===== src/shared/rx_desc_defines.vh =====
`ifndef RX_DESC_DEFINES_VH
`define RX_DESC_DEFINES_VH

// Descriptor layout
`define DESC_WORDS         3'd4
`define DESC_W0_OFS        4'h0
`define DESC_W1_OFS        4'h4
`define DESC_W3_OFS        4'hc

// Word 0 fields
`define OWN_HI             31
`define OWN_LO             30
`define OWN_HOST           2'b00
`define OWN_MAC            2'b10
`define OWN_XLATE          2'b11
`define RUNT_BIT           22
`define ALIGN_BIT          21
`define DONE_BIT           20
`define LONG_BIT           19
`define CRC_BIT            17
`define EVENT_BIT          16

// Frame limits
`define MIN_FRAME_BYTES    16'h0040
`define MAX_FRAME_BYTES    16'h05ee
`define FCS_BYTES          16'h0004

`endif


===== src/logic/rx_descriptor_status_writeback.v =====
`timescale 1ns/1ps
`include "rx_desc_defines.vh"

module rx_descriptor_status_writeback
(
    // Clock and reset
    input  wire        clk,
    input  wire        resetn,
    // Control
    input  wire        enable,
    input  wire        strip_check_sequence,
    input  wire [31:0] first_descriptor,
    // Frame completion from receive path
    input  wire        frame_done,
    input  wire [15:0] frame_bytes,
    input  wire        frame_odd_bits,
    input  wire        frame_crc_bad,
    input  wire        frame_event,
    input  wire        frame_xlate,
    output wire        frame_ready,
    // Buffer handed to receive path
    output reg         buffer_valid,
    output reg  [31:0] receive_buffer_base,
    output reg  [1:0]  byte_offset_field,
    // Memory master
    output reg         mem_req,
    output reg         mem_we,
    output reg  [31:0] mem_addr,
    output reg  [31:0] mem_wdata,
    input  wire        mem_ack,
    input  wire [31:0] mem_rdata,
    // Status
    output reg  [31:0] current_descriptor,
    output reg         descriptor_wait
);

    // --------------------------------------------------------------
    // States
    // --------------------------------------------------------------
    localparam S_IDLE  = 3'd0;
    localparam S_RD0   = 3'd1;
    localparam S_RD1   = 3'd2;
    localparam S_RD3   = 3'd3;
    localparam S_RECV  = 3'd4;
    localparam S_WB    = 3'd5;
    localparam S_POLL  = 3'd6;

    // Walk state and the link taken from word 3
    reg  [2:0]  state;
    reg  [31:0] next_descriptor_pointer;
    // Word 0 image prepared for the write-back
    reg  [31:0] next_status;

    // --------------------------------------------------------------
    // Helper functions
    // --------------------------------------------------------------
    // Drop the two ignored low address bits
    function [31:0] word_align;
        input [31:0] addr;
        begin
            word_align = {addr[31:2], 2'b00};
        end
    endfunction

    // Address of one word inside a descriptor
    function [31:0] word_addr;
        input [31:0] desc;
        input [3:0]  ofs;
        begin
            word_addr = word_align(desc) + {28'h000_0000, ofs};
        end
    endfunction

    // True when word 0 hands the descriptor to the engine
    function mac_owned;
        input [31:0] word0;
        begin
            mac_owned = (word0[`OWN_HI:`OWN_LO] == `OWN_MAC);
        end
    endfunction

    // Frame shorter than the minimum length
    function is_runt;
        input [15:0] bytes;
        begin
            is_runt = (bytes < `MIN_FRAME_BYTES);
        end
    endfunction

    // Frame longer than the maximum length
    function is_long;
        input [15:0] bytes;
        begin
            is_long = (bytes > `MAX_FRAME_BYTES);
        end
    endfunction

    // Reported count with optional check-sequence strip
    function [15:0] report_count;
        input [15:0] bytes;
        input        strip;
        begin
            if (strip && bytes >= `FCS_BYTES)
                report_count = bytes - `FCS_BYTES;
            else
                report_count = bytes;
        end
    endfunction

    // Build whole word 0 for write-back
    function [31:0] build_status;
        input [15:0] bytes;
        input        strip;
        input        odd;
        input        crc;
        input        evt;
        input        xl;
        reg   [31:0] w;
        begin
            w = 32'h0000_0000;
            w[`OWN_HI:`OWN_LO] = xl ? `OWN_XLATE : `OWN_HOST;
            w[`RUNT_BIT]  = is_runt(bytes);
            w[`ALIGN_BIT] = odd;
            w[`DONE_BIT]  = 1'b1;
            w[`LONG_BIT]  = is_long(bytes);
            w[`CRC_BIT]   = crc;
            w[`EVENT_BIT] = evt;
            w[15:0] = report_count(bytes, strip);
            build_status = w;
        end
    endfunction

    // --------------------------------------------------------------
    // Handshake and write-back word
    // --------------------------------------------------------------
    // Frames are taken only while a buffer is loaded
    assign frame_ready = (state == S_RECV);

    // Whole word 0 built from the frame report
    always @*
    begin
        next_status = build_status(frame_bytes, strip_check_sequence,
                                   frame_odd_bits, frame_crc_bad,
                                   frame_event, frame_xlate);
    end

    // --------------------------------------------------------------
    // Descriptor walk
    // --------------------------------------------------------------
    always @(posedge clk)
    begin
        // All outputs cleared while reset is low
        if (!resetn)
        begin
            state                   <= S_IDLE;
            mem_req                 <= 1'b0;
            mem_we                  <= 1'b0;
            mem_addr                <= 32'h0000_0000;
            mem_wdata               <= 32'h0000_0000;
            buffer_valid            <= 1'b0;
            receive_buffer_base     <= 32'h0000_0000;
            byte_offset_field       <= 2'h0;
            current_descriptor      <= 32'h0000_0000;
            next_descriptor_pointer <= 32'h0000_0000;
            descriptor_wait         <= 1'b0;
        end
        else
        begin
            case (state)
                // Wait for enable, then fetch the first word 0
                S_IDLE:
                begin
                    if (enable)
                    begin
                        current_descriptor <= word_align(first_descriptor);
                        mem_addr <= word_align(first_descriptor);
                        mem_req  <= 1'b1;
                        mem_we   <= 1'b0;
                        state    <= S_RD0;
                    end
                end

                // Ownership check on word 0
                S_RD0:
                begin
                    if (mem_ack)
                    begin
                        mem_req <= 1'b0;
                        // only a MAC-owned descriptor is used
                        if (mac_owned(mem_rdata))
                        begin
                            descriptor_wait <= 1'b0;
                            mem_addr <= word_addr(current_descriptor,
                                                  `DESC_W1_OFS);
                            mem_req  <= 1'b1;
                            state    <= S_RD1;
                        end
                        else
                        begin
                            descriptor_wait <= 1'b1;
                            state <= S_POLL;
                        end
                    end
                end

                // One idle cycle between polls
                S_POLL:
                begin
                    // Re-read word 0 until host returns it
                    mem_addr <= current_descriptor;
                    mem_req  <= enable;
                    if (enable)
                        state <= S_RD0;
                    else
                        state <= S_IDLE;
                end

                // Buffer address from word 1
                S_RD1:
                begin
                    if (mem_ack)
                    begin
                        receive_buffer_base <= word_align(mem_rdata);
                        byte_offset_field   <= mem_rdata[1:0];
                        mem_addr <= word_addr(current_descriptor,
                                              `DESC_W3_OFS);
                        state    <= S_RD3;
                    end
                end

                // Link from word 3
                S_RD3:
                begin
                    if (mem_ack)
                    begin
                        mem_req <= 1'b0;
                        next_descriptor_pointer <= word_align(mem_rdata);
                        // Buffer now handed to the receive path
                        buffer_valid <= 1'b1;
                        state        <= S_RECV;
                    end
                end

                // Frame stored, start the word 0 write
                S_RECV:
                begin
                    if (frame_done)
                    begin
                        buffer_valid <= 1'b0;
                        // Status and ownership in a single word
                        mem_wdata <= next_status;
                        mem_addr <= current_descriptor;
                        mem_we   <= 1'b1;
                        mem_req  <= 1'b1;
                        state    <= S_WB;
                    end
                end

                // Write done, move along the list
                S_WB:
                begin
                    if (mem_ack)
                    begin
                        mem_we             <= 1'b0;
                        current_descriptor <= next_descriptor_pointer;
                        mem_addr           <= next_descriptor_pointer;
                        mem_req            <= enable;
                        state <= enable ? S_RD0 : S_IDLE;
                    end
                end

                // Unused codes fall back to idle
                default:
                begin
                    state   <= S_IDLE;
                    mem_req <= 1'b0;
                end
            endcase
        end
    end

endmodule


===== config.mk =====
export PLATFORM = sky130hd
export DESIGN_NAME = rx_descriptor_status_writeback
export DESIGN_NICKNAME = d
export VERILOG_FILES = /design/src/logic/rx_descriptor_status_writeback.v
export VERILOG_INCLUDE_DIRS = /design/src /design/src/shared
export SDC_FILE = /design/constraint.sdc
export NUM_CORES = 1
export LEC_CHECK = 0
export CAP_MARGIN = 20
export CORE_UTILIZATION = 40
export CTS_CLUSTER_SIZE = 20
export DETAILED_ROUTE_END_ITERATION = 8
export DONT_BUFFER_PORTS = 1
export GPL_ROUTABILITY_DRIVEN = 0
export PLACE_DENSITY_LB_ADDON = 0.25
export REMOVE_ABC_BUFFERS = 1
export SYNTH_ARGS = -nofsm -noshare
export SYNTH_HDL_FRONTEND = slang
export SYNTH_SLANG_ARGS = --single-unit

===== constraint.sdc =====
create_clock -name clk -period 2.5 [get_ports clk]
set_input_delay 0.25 -clock clk [delete_from_list [all_inputs] [get_ports clk]]
set_output_delay 0.25 -clock clk [all_outputs]
set_load 0.02 [all_outputs]

==> run metrics <==
status=finished, final reports clean; Leak=3.37 nW; Slew @ Worst Pin=0.623 ns; GRT Total Usage=26.7%; initial antenna violation count=0; clock slew at reported path FFs=0.06 ns; DR vias=7922; drt drc=0; share of layout cells above drive strength 1=10.4%; Clock Sinks=152; EDFF count, synth=0; Crit Path Category=reg2reg; worst min path class=in2reg; Die Y-Extent=142 um; first-pass GRT wire length=41.2 mm; sum of negative setup slack=0 ns; startpoint types=flop; Comb power frac=21.9%; library cells used by synthesis=63; M2 GR Usage=42.5%; YS warnings=0; slowest stage delay, CP=0.37 ns; #FFs+latches synth=152; DP Area=8260 um2; Diodes inserted=0; Routed WL=26.8 mm; commonest non-fill, non-tap cell in the layout=nand2_1; crit-path cells=nor3b_2 -> xor2_1 -> ha_1 -> or2_0 -> buf_4 -> and4bb_1 -> o22ai_1 -> a221oi_1 -> o21ai_1; Slew Limit Fails=0; Area Growth Syn to Fin=23.0%; I/O pins=225; Final nets=1194; met1 usage=34.2%; Setup Viol. Count Final=0; Syn Area/Cell=7.50 um2; Reg power frac=41.4%; Pint=4.83 mW; DR vias/cell=5.77; WP data arrival=2.58 ns; CTS tree=yes; ys flop type=dfxtp_1; fin area=9580 um2; cts bufs inserted=17; Worst Skew=0.00748 ns; FP Rows=50; TritonRoute pass-1 iters=7; met3 Usage GRT=8.47%; Post-CTS Hold Fix Bufs=70; gr busiest metal=met2; max-cap viol count=0; vias in the first global route=7352; final core utilization=50.7%; Worst EP required=2.81 ns; relative slew slack=58.5%; Post-CTS Setup Bufs=0; power per cell area=758 nW/um2; initial core utilization=41.3%; Max Freq=0.439 GHz; Net Sw Frac=33.5%; clock power share=36.6%; Async SR Flop Fraction=0%; worst-skew pair later-pin latency=0.43 ns; IO Port Bufs=0; drt wl/cell=19.6 um; CP Max Fanout=8; hpwl dp=17.7 mm; NetSw=2.44 mW; mapped cell area=7790 um2; CTS Buffer Depth=2; largest net degree at the start of global routing=91; Resized cells post-CTS=0; post-layout min period=2.28 ns; slowest CP cell=dfxtp_2; Synth Instances=1039; initial DRC count=563; Max VDD drop=0.502 mV; most frequent cells in the layout=nand2_1 (195), a21oi_1 (153), dfxtp_1 (149), nor2_1 (83), dlygate4sd3_1 (70); register area share after synthesis=39.0%; Die W=142 um; die area=20000 um2; GRT Residual Overflow=0; DRT antenna net count=0; Filler cells=1900; Worst Setup End Kind=flop; clk root buf=clkbuf_16; H-tree depth=4; RSZ-0062 raised after global routing=false; period utilization=91.1%; core area=18900 um2; Hold Vio Cnt, Final=0
-- power groups by stage --
stage	Sequential [mW]	Clock [mW]	Combinational [mW]
2_1_floorplan	3.15	0	0.796
3_3_place_gp	3.06	0	1.44
3_5_place_dp	3.07	0	1.46
4_1_cts	3.01	2.70	1.58
5_1_grt	3.04	2.81	1.74
6_report	3.01	2.66	1.59
-- cells in the mapped netlist, types with 3 or more instances --
master    number  area [um2]
nand3_1       53         265
buf_2         11        55.1
buf_1          6        22.5
dfxtp_1      152        3040
nand2_1      195         732
a31oi_1        8        50.1
ha_1           4        50.1
buf_4         15         113
o22ai_1        4        25.0
nor3_1        16        80.1
nor2_1        87         327
o21ai_0       35         175
o21ai_1        9        45.0
nor4_1         9        56.3
inv_1         11        41.3
mux2i_1        3        30.0
and3_1        10        62.6
a311oi_1      33         289
xor2_1         7        61.3
a211oi_1      21         158
a221oi_1      29         254
a21oi_1      153         766
clkbuf_1      73         274
nand4_1       10        62.6
xnor2_1       27         236
or3_1          5        31.3
o211ai_1       9        67.6
-- worst paths after layout --
kind / slack, ns / depth (start not counted) / to / from
min reg2reg: 0.47 / 2 / next_descriptor_pointer[7] / next_descriptor_pointer[7]
max: 0.22 / 9 / mem_addr[28] / state[2]
min: 0.01 / 2 / mem_wdata[19] / frame_bytes[11]
max reg2reg: 0.22 / 9 / mem_addr[28] / state[2]
-- worst max-delay path, delay by kind of cell (launching register included) --
family	cells	cell delay (ns)
xor gates and xnor gates	1	0.18
AOI/OAI and AO/OA	3	0.56
buffers and inverters	1	0.20
adders and majority gates	1	0.18
DFF	1	0.37
and+or+nand+nor	3	0.69
-- cells by family (layout without fill, tap and decap cells) --
logic type | Yosys count | count (layout) | share of synthesized area, %
and+or+nand+nor | 411 | 411 | 24.1
muxes | 4 | 4 | 0.530
AOI/OAI and AO/OA | 315 | 315 | 25.2
DFF | 152 | 152 | 39.0
other | 1 | 14 | 0.0481
adders and majority gates | 5 | 5 | 0.771
buffers and inverters | 117 | 177 | 6.53
xor gates and xnor gates | 34 | 34 | 3.82
-- final cells by class --
cell class | instances | area [um2] | area share (%)
tap | 260 | 325 | 3.39
multi-input combinational | 783 | 4320 | 45.1
sequential | 152 | 3050 | 31.8
timing repair buffer | 134 | 1240 | 13.0
clock buffer | 23 | 488 | 5.09
clock inverter | 8 | 111 | 1.16
inverter | 12 | 47.5 | 0.496
-- sequential cells by signal, indices dropped and copies added (netlist names) --
signal,flops
buffer_valid,1
byte_offset_field,2
current_descriptor,30
descriptor_wait,1
mem_addr,30
mem_req,1
mem_wdata,23
mem_we,1
next_descriptor_pointer,30
receive_buffer_base,30
state,3
-- stage by stage --
step,cells,hold WS [ns],power (mW),setup WS (ns)
finish,1372,0.0115,7.27,0.223
global route,1372,0.0221,7.59,0.0984
CTS,1371,0.000278,7.28,0.312
detailed placement,1270,0.392,4.52,0.325
global placement,1270,0.387,4.50,0.353
floorplan,947,0.366,3.94,-2.62
-- routing by layer --
metal | share of wire (%) | vias up
met5 | 0 | -
met4 | 1.8 | 0
met3 | 9.6 | 37
met2 | 45 | 336
met1 | 43 | 3730
li1 | - | 3819
Note: power is estimated with default switching activity, not from simulation.
